--- config.mk ---
export PLATFORM = sky130hd
export DESIGN_NAME = spr_ctl
export DESIGN_NICKNAME = d
export VERILOG_FILES = /design/src/rtl/spr_pkg.sv /design/src/rtl/spr_ctl.sv /design/src/rtl/spr_bank_state.sv /design/src/rtl/spr_refresh_ctr.sv
export VERILOG_INCLUDE_DIRS = /design/src /design/src/rtl
export SDC_FILE = /design/constraint.sdc
export NUM_CORES = 1
export LEC_CHECK = 0
export ABC_AREA = 1
export BUFFER_PORTS_ARGS = -buffer_cell sky130_fd_sc_hd__buf_2
export CAP_MARGIN = 20
export CORE_UTILIZATION = 47
export CTS_CLUSTER_DIAMETER = 50
export DETAILED_ROUTE_END_ITERATION = 16
export PLACE_DENSITY = 0.69
export REMOVE_ABC_BUFFERS = 1
export SYNTH_ARGS = -nofsm -noshare
export SYNTH_HDL_FRONTEND = slang
export SYNTH_HIERARCHICAL = 1
export SYNTH_SLANG_ARGS = --single-unit
export TNS_END_PERCENT = 5
--- constraint.sdc ---
create_clock -name sys_clk -period 5.1 [get_ports sys_clk]
set_input_delay 0.255 -clock sys_clk [delete_from_list [all_inputs] [get_ports sys_clk]]
set_output_delay 0.255 -clock sys_clk [all_outputs]
set_load 0.03 [all_outputs]
--- src/rtl/spr_map.svh ---
// Constants for the bank, precharge, refresh and power control of the SDRAM device.
`ifndef SPR_MAP_SVH
`define SPR_MAP_SVH

// ****************************************************************
// Register offsets and fields
// ****************************************************************
`define SPR_REG_CONFIG 4'h0
`define SPR_REG_STATUS 4'h4
`define SPR_REG_ROW 4'h8
`define SPR_CONFIG_RESET 8'h0A
`define SPR_CFG_CL_LSB 0
`define SPR_CFG_CL_MSB 1
`define SPR_CFG_BL_LSB 2
`define SPR_CFG_BL_MSB 4
`define SPR_CFG_SINGLE_WRITE 5
`define SPR_BL_CONTINUOUS 3'h7
`define SPR_ROW_WIDTH 12
`define SPR_BANKS 4

// ****************************************************************
// Timing
// ****************************************************************
`define SPR_CLK_PERIOD_NS 10
`define SPR_ROW_PRECHARGE_TIME_NS 20
`define SPR_WRITE_RECOVERY_TIME_NS 15
`define SPR_REFRESH_CYCLE_TIME_NS 66
`define SPR_SELF_REFRESH_INTERVAL_NS 7800
`define SPR_RP_CYC ((`SPR_ROW_PRECHARGE_TIME_NS + `SPR_CLK_PERIOD_NS - 1) / `SPR_CLK_PERIOD_NS)
`define SPR_WR_CYC ((`SPR_WRITE_RECOVERY_TIME_NS + `SPR_CLK_PERIOD_NS - 1) / `SPR_CLK_PERIOD_NS)
`define SPR_RFC_CYC ((`SPR_REFRESH_CYCLE_TIME_NS + `SPR_CLK_PERIOD_NS - 1) / `SPR_CLK_PERIOD_NS)
`define SPR_SR_INTERVAL_CYC (`SPR_SELF_REFRESH_INTERVAL_NS / `SPR_CLK_PERIOD_NS)

`endif

--- src/rtl/spr_pkg.sv ---
// Types shared by the SDRAM bank, refresh and power control modules.
package spr_pkg;

  // Power states of the device.
  typedef enum logic [1:0] {
    PWR_NORMAL,
    PWR_DOWN,
    PWR_SELF
  } spr_power_type;

  // State of the main control module.
  typedef struct packed {
    spr_power_type power;
    logic ckePrev;
    logic [7:0] cfg;
    logic burstActive;
    logic burstWrite;
    logic burstAuto;
    logic burstCont;
    logic [1:0] burstBank;
    logic [3:0] burstLeft;
    logic [3:0] readPipe;
    logic readOutValid;
    logic writeStore;
    logic clockSuspended;
    logic selfRefreshActive;
    logic powerDownActive;
    logic activePowerDown;
    logic inputBufferEnable;
    logic refreshBusy;
    logic [3:0] refreshCount;
    logic [31:0] regReadData;
  } spr_state_type;

  // State of one bank.
  typedef struct packed {
    logic active;
    logic prechargeStart;
    logic [3:0] wrCount;
    logic [3:0] rpCount;
  } spr_bank_type;

  // State of the refresh row counter and the self refresh oscillator.
  typedef struct packed {
    logic [11:0] row;
    logic [15:0] osc;
    logic pulse;
  } spr_refresh_type;

endpackage : spr_pkg

--- src/rtl/spr_ctl.sv ---
// Command decode, bursts, precharge, refresh and power control of the SDRAM device.
//
// The plain strobed port and the register addresses are this design's own decisions.
`timescale 1ns/1ps
`include "spr_map.svh"
module spr_ctl
  import spr_pkg::*;
(
  input wire logic sys_clk,
  input wire logic sys_rst,
  input wire logic chipSelectN,
  input wire logic rowStrobeN,
  input wire logic columnStrobeN,
  input wire logic writeEnableN,
  input wire logic clockEnable,
  input wire logic bank_select_low,
  input wire logic bank_select_high,
  input wire logic precharge_all_select_bit,
  input wire logic [3:0] regAddr,
  input wire logic [31:0] regWriteData,
  input wire logic regWriteStrobe,
  input wire logic regReadStrobe,
  output logic [31:0] regReadData,
  output logic [3:0] bankActive,
  output logic [3:0] prechargeStart,
  output logic [11:0] refreshRow,
  output logic refreshPulse,
  output logic refreshBusy,
  output logic selfRefreshActive,
  output logic powerDownActive,
  output logic activePowerDown,
  output logic clockSuspended,
  output logic inputBufferEnable,
  output logic burstActive,
  output logic readOutValid,
  output logic writeStore
);

  // ****************************************************************
  // State and decode
  // ****************************************************************
  spr_state_type st;
  spr_state_type next_st;
  logic [3:0] bankRecovering;
  logic [3:0] act;
  logic [3:0] pcNow;
  logic [3:0] pcWr;
  logic autoRefresh;
  logic intEdge;
  logic cmdNop;
  logic cmdActivate;
  logic cmdRead;
  logic cmdWrite;
  logic cmdPrecharge;
  logic cmdRefresh;
  logic cmdTerminate;
  logic [1:0] bank;
  logic [1:0] casLatency;
  logic [2:0] lengthCode;
  logic singleWrite;
  logic [3:0] newLength;
  logic newAuto;
  logic newCont;
  logic readIssue;
  logic lastElem;

  // Command pins are decoded as a group when chip select is low.
  assign cmdNop = chipSelectN || (rowStrobeN && columnStrobeN && writeEnableN);
  assign cmdActivate = !chipSelectN && !rowStrobeN && columnStrobeN && writeEnableN;
  assign cmdRead = !chipSelectN && rowStrobeN && !columnStrobeN && writeEnableN;
  assign cmdWrite = !chipSelectN && rowStrobeN && !columnStrobeN && !writeEnableN;
  assign cmdPrecharge = !chipSelectN && !rowStrobeN && columnStrobeN && !writeEnableN;
  assign cmdRefresh = !chipSelectN && !rowStrobeN && !columnStrobeN && writeEnableN;
  assign cmdTerminate = !chipSelectN && rowStrobeN && columnStrobeN && !writeEnableN;
  assign bank = {bank_select_high, bank_select_low};
  assign casLatency = st.cfg[`SPR_CFG_CL_MSB:`SPR_CFG_CL_LSB];
  assign lengthCode = st.cfg[`SPR_CFG_BL_MSB:`SPR_CFG_BL_LSB];
  assign singleWrite = st.cfg[`SPR_CFG_SINGLE_WRITE];

  // An internal edge exists only when clock enable was high at the last edge.
  assign intEdge = st.ckePrev && (st.power == PWR_NORMAL);

  // ****************************************************************
  // Burst set-up for a new access
  // ****************************************************************
  // Length and auto precharge of a new access, decided for that access alone.
  always_comb begin
    newCont = (lengthCode == `SPR_BL_CONTINUOUS);
    if (cmdWrite && singleWrite && !newCont) begin
      newLength = 4'h1;
    end else begin
      unique case (lengthCode[1:0])
        2'h0: newLength = 4'h1;
        2'h1: newLength = 4'h2;
        2'h2: newLength = 4'h4;
        2'h3: newLength = 4'h8;
      endcase
    end
    newAuto = precharge_all_select_bit && !newCont;
  end

  // ****************************************************************
  // Main next-state logic
  // ****************************************************************
  // Commands, burst progress, precharge requests and power state.
  always_comb begin
    next_st = st;
    act = 4'h0;
    pcNow = 4'h0;
    pcWr = 4'h0;
    autoRefresh = 1'b0;
    readIssue = 1'b0;
    lastElem = 1'b0;
    next_st.ckePrev = clockEnable;
    next_st.writeStore = 1'b0;
    next_st.refreshBusy = (st.refreshCount > 4'h1);
    if (st.refreshCount != 4'h0) begin
      next_st.refreshCount = st.refreshCount - 4'h1;
    end
    unique case (st.power)
      PWR_NORMAL: begin
        if (intEdge) begin
          // Burst progress for the running access.
          if (st.burstActive) begin
            readIssue = !st.burstWrite;
            next_st.writeStore = st.burstWrite;
            lastElem = !st.burstCont && (st.burstLeft == 4'h1);
            if (!st.burstCont) begin
              next_st.burstLeft = st.burstLeft - 4'h1;
            end
            if (lastElem) begin
              next_st.burstActive = 1'b0;
              if (st.burstAuto && st.burstWrite) begin
                pcWr[st.burstBank] = 1'b1;
              end else if (st.burstAuto) begin
                pcNow[st.burstBank] = 1'b1;
              end
            end
          end
          if (cmdActivate) begin
            act[bank] = 1'b1;
          end
          if (cmdPrecharge) begin
            if (precharge_all_select_bit) begin
              pcNow = 4'hF;
            end else begin
              pcNow[bank] = 1'b1;
            end
            if (st.burstActive && (precharge_all_select_bit || bank == st.burstBank)) begin
              next_st.burstActive = 1'b0;
            end
          end
          if (cmdTerminate && st.burstActive) begin
            next_st.burstActive = 1'b0;
          end
          if (cmdRead || cmdWrite) begin
            // A new access cuts short whatever burst is running.
            readIssue = cmdRead;
            next_st.writeStore = cmdWrite;
            if (st.burstActive && !lastElem && st.burstAuto && st.burstBank != bank) begin
              if (st.burstWrite) begin
                pcWr[st.burstBank] = 1'b1;
              end else begin
                pcNow[st.burstBank] = 1'b1;
              end
            end
            next_st.burstActive = (newLength != 4'h1) || newCont;
            next_st.burstWrite = cmdWrite;
            next_st.burstAuto = newAuto;
            next_st.burstCont = newCont;
            next_st.burstBank = bank;
            next_st.burstLeft = newLength - 4'h1;
            if (newLength == 4'h1 && newAuto) begin
              if (cmdWrite) begin
                pcWr[bank] = 1'b1;
              end else begin
                pcNow[bank] = 1'b1;
              end
            end
          end
          if (cmdRefresh && clockEnable) begin
            autoRefresh = 1'b1;
            next_st.refreshCount = 4'(`SPR_RFC_CYC);
            next_st.refreshBusy = 1'b1;
          end else if (cmdRefresh) begin
            next_st.power = PWR_SELF;
            next_st.selfRefreshActive = 1'b1;
            next_st.inputBufferEnable = 1'b0;
          end else if (!clockEnable && cmdNop && !st.burstActive &&
                       st.refreshCount == 4'h0 && bankRecovering == 4'h0) begin
            next_st.power = PWR_DOWN;
            next_st.powerDownActive = 1'b1;
            next_st.activePowerDown = (bankActive != 4'h0);
            next_st.inputBufferEnable = 1'b0;
          end
        end
        next_st.clockSuspended = !clockEnable && next_st.burstActive;
      end
      PWR_DOWN: begin
        // Clock enable and the command are watched; a high value with an idle command wakes it.
        if (clockEnable && cmdNop) begin
          next_st.power = PWR_NORMAL;
          next_st.powerDownActive = 1'b0;
          next_st.activePowerDown = 1'b0;
          next_st.inputBufferEnable = 1'b1;
        end
      end
      PWR_SELF: begin
        // Every input but clock enable is ignored here.
        if (clockEnable) begin
          next_st.power = PWR_NORMAL;
          next_st.selfRefreshActive = 1'b0;
          next_st.inputBufferEnable = 1'b1;
        end
      end
    endcase
    // Read data leave the device a CAS latency after each element.
    if (intEdge) begin
      next_st.readPipe = {st.readPipe[2:0], readIssue};
      if (cmdWrite && st.burstActive && !st.burstWrite) begin
        next_st.readPipe = 4'h0;
      end
    end
    unique case (casLatency)
      2'h0: next_st.readOutValid = next_st.readPipe[0];
      2'h1: next_st.readOutValid = next_st.readPipe[0];
      2'h2: next_st.readOutValid = next_st.readPipe[1];
      2'h3: next_st.readOutValid = next_st.readPipe[2];
    endcase
    // Register port: a write updates the configuration, a read answers next cycle.
    if (regWriteStrobe && regAddr == `SPR_REG_CONFIG) begin
      next_st.cfg = regWriteData[7:0];
    end
    next_st.regReadData = 32'h0000_0000;
    if (regReadStrobe) begin
      unique case (regAddr)
        `SPR_REG_CONFIG: next_st.regReadData = {24'h00_0000, st.cfg};
        `SPR_REG_STATUS: next_st.regReadData = {22'h00_0000, st.refreshBusy,
                                               st.clockSuspended, st.burstActive,
                                               st.activePowerDown, st.powerDownActive,
                                               st.selfRefreshActive, bankActive};
        `SPR_REG_ROW: next_st.regReadData = {20'h0_0000, refreshRow};
        default: next_st.regReadData = 32'h0000_0000;
      endcase
    end
  end

  // Registers the whole control state.
  always_ff @(posedge sys_clk) begin
    if (sys_rst) begin
      st <= '0;
      st.power <= PWR_NORMAL;
      st.cfg <= `SPR_CONFIG_RESET;
      st.inputBufferEnable <= 1'b1;
    end else begin
      st <= next_st;
    end
  end

  // ****************************************************************
  // Banks and refresh counter
  // ****************************************************************
  // One tracker per bank.
  genvar gi;
  generate
    for (gi = 0; gi < `SPR_BANKS; gi++) begin : gBank
      spr_bank_state uBank (
        .sys_clk(sys_clk),
        .sys_rst(sys_rst),
        .activate(act[gi]),
        .prechargeNow(pcNow[gi]),
        .prechargeAfterWr(pcWr[gi]),
        .bankActive(bankActive[gi]),
        .bankRecovering(bankRecovering[gi]),
        .prechargeStart(prechargeStart[gi])
      );
    end
  endgenerate

  // Row counter shared by auto refresh and self refresh.
  spr_refresh_ctr uRefresh (
    .sys_clk(sys_clk),
    .sys_rst(sys_rst),
    .autoRefresh(autoRefresh),
    .selfActive(st.selfRefreshActive),
    .refreshRow(refreshRow),
    .refreshPulse(refreshPulse)
  );

  assign regReadData = st.regReadData;
  assign refreshBusy = st.refreshBusy;
  assign selfRefreshActive = st.selfRefreshActive;
  assign powerDownActive = st.powerDownActive;
  assign activePowerDown = st.activePowerDown;
  assign clockSuspended = st.clockSuspended;
  assign inputBufferEnable = st.inputBufferEnable;
  assign burstActive = st.burstActive;
  assign readOutValid = st.readOutValid;
  assign writeStore = st.writeStore;

endmodule : spr_ctl

--- src/rtl/spr_bank_state.sv ---
// One bank: open row flag, delayed auto precharge and precharge recovery.
`timescale 1ns/1ps
`include "spr_map.svh"
module spr_bank_state
  import spr_pkg::*;
(
  input wire logic sys_clk,
  input wire logic sys_rst,
  input wire logic activate,
  input wire logic prechargeNow,
  input wire logic prechargeAfterWr,
  output logic bankActive,
  output logic bankRecovering,
  output logic prechargeStart
);

  spr_bank_type st;
  spr_bank_type next_st;
  logic fire;

  // Counts write recovery down, then closes the row and starts recovery.
  always_comb begin
    next_st = st;
    next_st.prechargeStart = 1'b0;
    fire = prechargeNow;
    if (st.rpCount != 4'h0) begin
      next_st.rpCount = st.rpCount - 4'h1;
    end
    if (st.wrCount != 4'h0) begin
      next_st.wrCount = st.wrCount - 4'h1;
      if (st.wrCount == 4'h1) begin
        fire = 1'b1;
      end
    end
    if (prechargeAfterWr) begin
      next_st.wrCount = 4'(`SPR_WR_CYC);
    end
    if (fire && st.active) begin
      next_st.active = 1'b0;
      next_st.prechargeStart = 1'b1;
      next_st.rpCount = 4'(`SPR_RP_CYC);
      next_st.wrCount = 4'h0;
    end
    if (activate) begin
      next_st.active = 1'b1;
    end
  end

  // Registers the bank state.
  always_ff @(posedge sys_clk) begin
    if (sys_rst) begin
      st <= '0;
    end else begin
      st <= next_st;
    end
  end

  assign bankActive = st.active;
  assign bankRecovering = (st.rpCount != 4'h0);
  assign prechargeStart = st.prechargeStart;

endmodule : spr_bank_state

--- src/rtl/spr_refresh_ctr.sv ---
// Shared refresh row counter and the self refresh internal oscillator.
`timescale 1ns/1ps
`include "spr_map.svh"
module spr_refresh_ctr
  import spr_pkg::*;
(
  input wire logic sys_clk,
  input wire logic sys_rst,
  input wire logic autoRefresh,
  input wire logic selfActive,
  output logic [11:0] refreshRow,
  output logic refreshPulse
);

  spr_refresh_type st;
  spr_refresh_type next_st;
  logic doRefresh;

  // The oscillator only runs in self refresh; both sources step the row.
  always_comb begin
    next_st = st;
    doRefresh = autoRefresh;
    if (selfActive) begin
      if (st.osc == 16'h0000) begin
        doRefresh = 1'b1;
        next_st.osc = 16'(`SPR_SR_INTERVAL_CYC - 1);
      end else begin
        next_st.osc = st.osc - 16'h0001;
      end
    end else begin
      next_st.osc = 16'(`SPR_SR_INTERVAL_CYC - 1);
    end
    next_st.pulse = doRefresh;
    if (doRefresh) begin
      next_st.row = st.row + 12'h001;
    end
  end

  // Registers the counter state.
  always_ff @(posedge sys_clk) begin
    if (sys_rst) begin
      st <= '0;
    end else begin
      st <= next_st;
    end
  end

  assign refreshRow = st.row;
  assign refreshPulse = st.pulse;

endmodule : spr_refresh_ctr

; Yosys cells after proc, flatten, opt, wreduce, memory -nomap -nowiden
; Index checks and enable logic that the tools add are counted.
[op_classes]
magnitude_cmp = 5
n_eq_ne = 31
n_reduce_logical = 104
addsub = 13
muxes = 123
shifts = 0
bitwise = 9
div_mod_pow = 0
mul = 0
[ops]
columns = operator, count
row1 = 2-to-1 mux 4 bit, 55
row2 = 2-to-1 mux 10 bit, 9
row3 = subtractor 4 x 1 -> 4 bit (second input constant), 11
row4 = logical AND 1 bit, 42
row5 = nonzero test 4 bit, 10
row6 = 2-to-1 mux 1 bit, 36
row7 = one-hot mux 12 bit (3 select lines), 1
row8 = nonzero test 2 bit, 14
row9 = == test 4 x 1 -> 1 bit (second input constant), 6
row10 = bitwise OR 4 bit, 5
row11 = OR reduction 3 bit, 6
row12 = logical NOT 16 bit, 1
row13 = one-hot mux 4 bit (4 select lines), 1
row14 = subtractor 16 x 1 -> 16 bit (second input constant), 1
row15 = 2-to-1 mux 2 bit, 7
row16 = adder 12 x 1 -> 12 bit (second input constant), 1
row17 = logical NOT 4 bit, 3
row18 = 2-to-1 mux 3 bit, 4
row19 = != test 2 bit (second input constant), 6
row20 = OR reduction 2 bit, 6
row21 = == test 2 bit (second input constant), 5
row22 = logical NOT 1 bit, 10
row23 = 2-to-1 mux 5 bit, 2
row24 = AND reduction 5 bit, 2
row25 = other kinds (24), 41
[totals]
reg_bits = 137
mem_count = 0
latch_bits = 0
out_inout_bits = 62
ram_bits = 0
word_cells = 333
mem_bits_ro = 0

; Longest topological paths before layout
[depth]
ltp_word = 32
ltp_mapped = 17

; Cells and area by module
; Netlist, hierarchy kept.
[modules_own_cells]
columns = module, area_per_inst_um2, n_inst, cells_each
row1 = spr_ctl, 3104.2, 1, 469
row2 = spr_bank_state, 422.9, 4, 56
row3 = spr_refresh_ctr, 1637.8, 1, 243

; Least setup slack after synthesis
; OpenSTA, ideal clock, no wires.
[synth_timing]
kind = input to register
from = input port chipSelectN
to = register gBank[2].uBank/st[2] (netlist name)
slack_ns = 3.206
setup_ns = 0.117
stages = 17
t_arrival_ns = 1.776
path_cell_list = inv_1 -> nand2_2 -> nor2_4 -> nand3_2 -> o21ai_0 -> ha_1 -> nand2_4 -> nor2_8 -> nand2_4 -> o21ai_1 -> nand2_1 -> nand2_1 -> inv_1 -> nand2_2 -> nand2_4 -> nand2_2 -> nor2_1
[synth_between]
elab_chain_cells = 23
word_cells_on_any_way = 33
classes_between = eq/ne (1) / mux (16) / bitwise (2) / reduce/logical (14)
[synth_rtl]
columns = item, line_no
row1 = from (decl), spr_ctl.sv:11  ; input wire logic chipSelectN,
row2 = logical NOT 1 bit (*), "spr_ctl.sv:70, spr_ctl.sv:71, spr_ctl.sv:72"
row3 = logical AND 1 bit (3 in series), spr_ctl.sv:72  ; assign cmdPrecharge = !chipSelectN && !rowStrobeN && columnStrobeN && !writeEnableN;
row4 = 2-to-1 mux 4 bit, spr_ctl.sv:143  ; if (cmdPrecharge) begin
row5 = 2-to-1 mux 4 bit, spr_ctl.sv:122  ; if (intEdge) begin
row6 = 2-to-1 mux 4 bit, spr_ctl.sv:120  ; unique case (st.power)
row7 = bitwise OR 4 bit (no line), n/a
row8 = 2-to-1 mux 4 bit, spr_ctl.sv:161  ; if (st.burstWrite) begin
row9 = 2-to-1 mux 4 bit, spr_ctl.sv:160  ; if (st.burstActive && !lastElem && st.burstAuto && st.burstBank != bank) begin
row10 = (+6 left out), n/a
row11 = 2-to-1 mux 4 bit (*), spr_ctl.sv:156  ; if (cmdRead || cmdWrite) begin
row12 = 2-to-1 mux 4 bit (*), spr_ctl.sv:122
row13 = 2-to-1 mux 4 bit (*), spr_ctl.sv:120
row14 = via pcNow[2], spr_ctl.sv:46  ; logic [3:0] pcNow;
row15 = 2-to-1 mux 1 bit, spr_bank_state.sv:31  ; if (st.wrCount == 4'h1) begin
row16 = 2-to-1 mux 1 bit (*), spr_bank_state.sv:29  ; if (st.wrCount != 4'h0) begin
row17 = logical AND 1 bit (*), spr_bank_state.sv:38  ; if (fire && st.active) begin
row18 = OR reduction 2 bit (no line) (*), n/a
row19 = to (signal assigned), spr_bank_state.sv:54  ; st <= next_st;
row20 = to (decl), spr_bank_state.sv:17  ; spr_bank_type st;
; Mark *: on every way through the listed nets, which the timed path passes. The rest lies on a longest branch. The select of a mux whose other input is x is not followed.
; A chain may end at the register's enable or synchronous reset.

; Final worst setup path
[layout_timing]
from = register st[68] (netlist name)
to = register gBank[0].uBank/st[7] (netlist name)
[layout_between]
word_cells_on_any_way = 10
classes_between = mux (6) / reduce/logical (4)
[layout_rtl]
columns = item, line_no
row1 = from (decl), spr_ctl.sv:42  ; spr_state_type st;
row2 = from (signal assigned), spr_ctl.sv:256  ; st <= next_st;
row3 = logical NOT 2 bit (*), "spr_ctl.sv:81, spr_ctl.sv:120"
row4 = logical AND 1 bit, spr_ctl.sv:81  ; assign intEdge = st.ckePrev && (st.power == PWR_NORMAL);
row5 = 2-to-1 mux 4 bit, spr_ctl.sv:122
row6 = 2-to-1 mux 4 bit (*), spr_ctl.sv:120
row7 = via pcWr[0], spr_ctl.sv:47  ; logic [3:0] pcWr;
row8 = OR reduction 3 bit (no line) (*), n/a
row9 = to (signal assigned), spr_bank_state.sv:54
row10 = to (decl), spr_bank_state.sv:17
; Mark *: on every way through the listed nets, which the timed path passes. The rest lies on a longest branch.

==> metrics <==
gr usage total 0.210; antenna violations before repair 0; Worst-Skew Late Latency 0.42 ns; worst hold path class in -> reg; smallest hold slack 0.0527 ns; P_leak 3.40 nW; Total Negative Setup Slacks 0 ns; relative slew slack 0.569; IO Count 110; Resized cells post-CTS 0; Critical Path Source st[68]; total power draw 0.00279 W; RSZ-0062 raised after global routing no; yosys warns 6; wire per inst 12.1 um; die area 0.0142 mm^2; cell area power density 389 mW/mm^2; root buffer cell clkbuf_16; ANT cells 0; Die X 119 um; Worst R2R End gBank[0].uBank/st[7]; crit path capture type register; critical path class reg -> reg; clock skew 0.0133 ns; Worst Setup Slack, final 2.71 ns; clock buffer depth 2; setup violators final 0; Synth cell types 44; CTS tree done; max-slew violation count 0; Syn Inst Count 936; Core Region 0.0133 mm^2; #FFs+latches synth 117; Initial DRC Count 265; clock slew seen by the registers of the worst setup and hold paths 0.05 ns; Clock Sinks 117; first-pass GRT wire length 23,600 um; CP Capture Point gBank[0].uBank/st[7]; pre-CTS WS 2.72 ns; via count 5,633; Final #Nets 1,040; IO Port Bufs 65; H-tree depth 4; fill count 1,298; Final Hold Viols 0; Crit Path Max Fanout 17; Netlist Area Pre-Place 0.00643 mm^2; Setup Buffers After CTS 0; met3 wire len 530 um; Seq/Total Area, Yosys 0.364; HPWL after detailed placement 10,200 um; peak supply drop 0.172 mV; placer congestion estimate 0.918; Reg area 0.00234 mm^2; outcome finished, final reports clean; Post-route DRC 0; Critical R2R Launch st[68]; antenna viol nets, final 0; Final Critical Period 2.39 ns; Area growth, synth to finish 11.6%; max layer used met4; Period Utilization, post-route 0.468; final wirelength 14,200 um; number of global-route vias before repair 4,953; grt total ovfl 0; via/cell ratio 4.83; slew of the pin with the lowest slew margin 0.645 ns; worst reg2reg path depth 11; WP data required 5.41 ns; Hold Buf Count CTS 0; row count 42; Max Fclk 419 MHz; wl on met1 7170 um; Starting Density 0.484; ratio of cells with drive above 1 in the final layout 0.157; die height 119 um; CTS Buf Count 17; multi-input logic area 0.00327 mm^2; R2R setup slack 2.71 ns; met2 wire length 6210 um; CP Launch Type register; max cap viols 0; syn_area_per_cell 6.87 um^2; pin count of the biggest net entering global routing 57; crit path DAT 2.70 ns; TritonRoute pass-1 iters 6
## cell families (layout without fill, tap and decap cells)
logic type,count (synthesis),after routing,synth area share
AOI/OAI and AO/OA,127,127,0.109
xor gates and xnor gates,19,19,0.0259
adders and majority gates,13,13,0.0253
buffers and inverters,189,225,0.139
DFF,117,117,0.364
other,1,20,0.000583
and+or+nand+nor,470,470,0.336
## placed cells by master (no fill, tap or decap), types with 17 or more instances in the layout
master,count
conb_1,20
nor2_1,135
inv_1,121
nand3_1,59
clkbuf_16,17
nand2_1,196
nand2_2,17
dfxtp_1,117
a21oi_1,54
o21ai_0,45
buf_2,65
## state kept, by name, indices dropped and copies added, names as in the netlist, 2 cells and up
signal and count:
gBank.uBank/st 32, uRefresh/st 16, uRefresh/refreshRow 12, casLatency 2, gBank.uBank/prechargeStart 4, st 21, gBank.uBank/bankActive 4, regReadData 12
lengthCode 3
## cell usage after synthesis, drive strengths merged
master  number  share of area
and3b        1         0.0014
nor2       153           0.10
clkbuf       6         0.0035
nor4         2         0.0043
xor2        13          0.018
clkinv       2         0.0014
a22oi        1         0.0012
a21oi       59          0.049
dfxtp      117           0.36
o211ai       1         0.0012
o221ai       5         0.0068
nand3b       1         0.0012
nand4       16          0.016
nand3       67          0.061
nor3         5         0.0039
ha          13          0.025
and3         1        0.00097
inv        126          0.074
a21boi       4         0.0047
or2          3         0.0029
nand2      220           0.14
nor3b        1         0.0012
conb         1        0.00058
a31oi        1        0.00097
xnor2        6         0.0082
buf         55          0.061
o21ai       51          0.040
a211oi       5         0.0058
## power breakdown
part | leakage [nW] | internal (W) | switching (W)
sequential | 0.947 | 0.00100 | 0.0000747
combinational | 2.19 | 0.000216 | 0.000428
clock | 0.267 | 0.000678 | 0.000396
## critical path: stages, from the launching register on
cell and delay, ns:
dfxtp_1 0.31, inv_1 0.10, ha_1 0.35, nand2_1 0.37
nor2_4 0.46, inv_2 0.12, nor2_1 0.14, nand4_1 0.11
nand2_1 0.10, inv_1 0.07, nand3_2 0.11, nor2_1 0.04
## area by class of cell
class / instances / area share
multi-input cells: 649 / 0.455
flip-flops and latches: 117 / 0.326
clock buffers: 27 / 0.0715
inverters: 128 / 0.0671
repair buffers: 66 / 0.0464
well taps: 176 / 0.0307
clock inverters: 4 / 0.00279
## routing by layer
metal | GRT usage | up-vias
li1 | - | 2987
met3 | 0.0489 | 18
met4 | 0.0894 | 0
met2 | 0.316 | 115
met5 | 0 | -
met1 | 0.287 | 2513
## through the flow
stage | instance area, um^2 | utilization | instances
2_1_floorplan | 6090 | - | 894
3_3_place_gp | 6640 | 0.500 | 1136
3_5_place_dp | 6640 | 0.500 | 1136
4_1_cts | 7180 | 0.540 | 1167
5_1_grt | 7180 | 0.540 | 1167
6_report | 7180 | 0.540 | 1167
## worst min path at each step
stage                      endpoint  cells past startpoint                  from
4_1_cts               casLatency[1]                      3       regWriteData[1]
6_report              casLatency[1]                      3       regWriteData[1]
2_1_floorplan  gBank[0].uBank/st[1]                      1               sys_rst
3_3_place_gp   gBank[2].uBank/st[7]                      2  gBank[2].uBank/st[7]
5_1_grt               lengthCode[1]                      3       regWriteData[3]
3_5_place_dp   gBank[2].uBank/st[7]                      2  gBank[2].uBank/st[7]
Power figures use the tool's default switching activity.
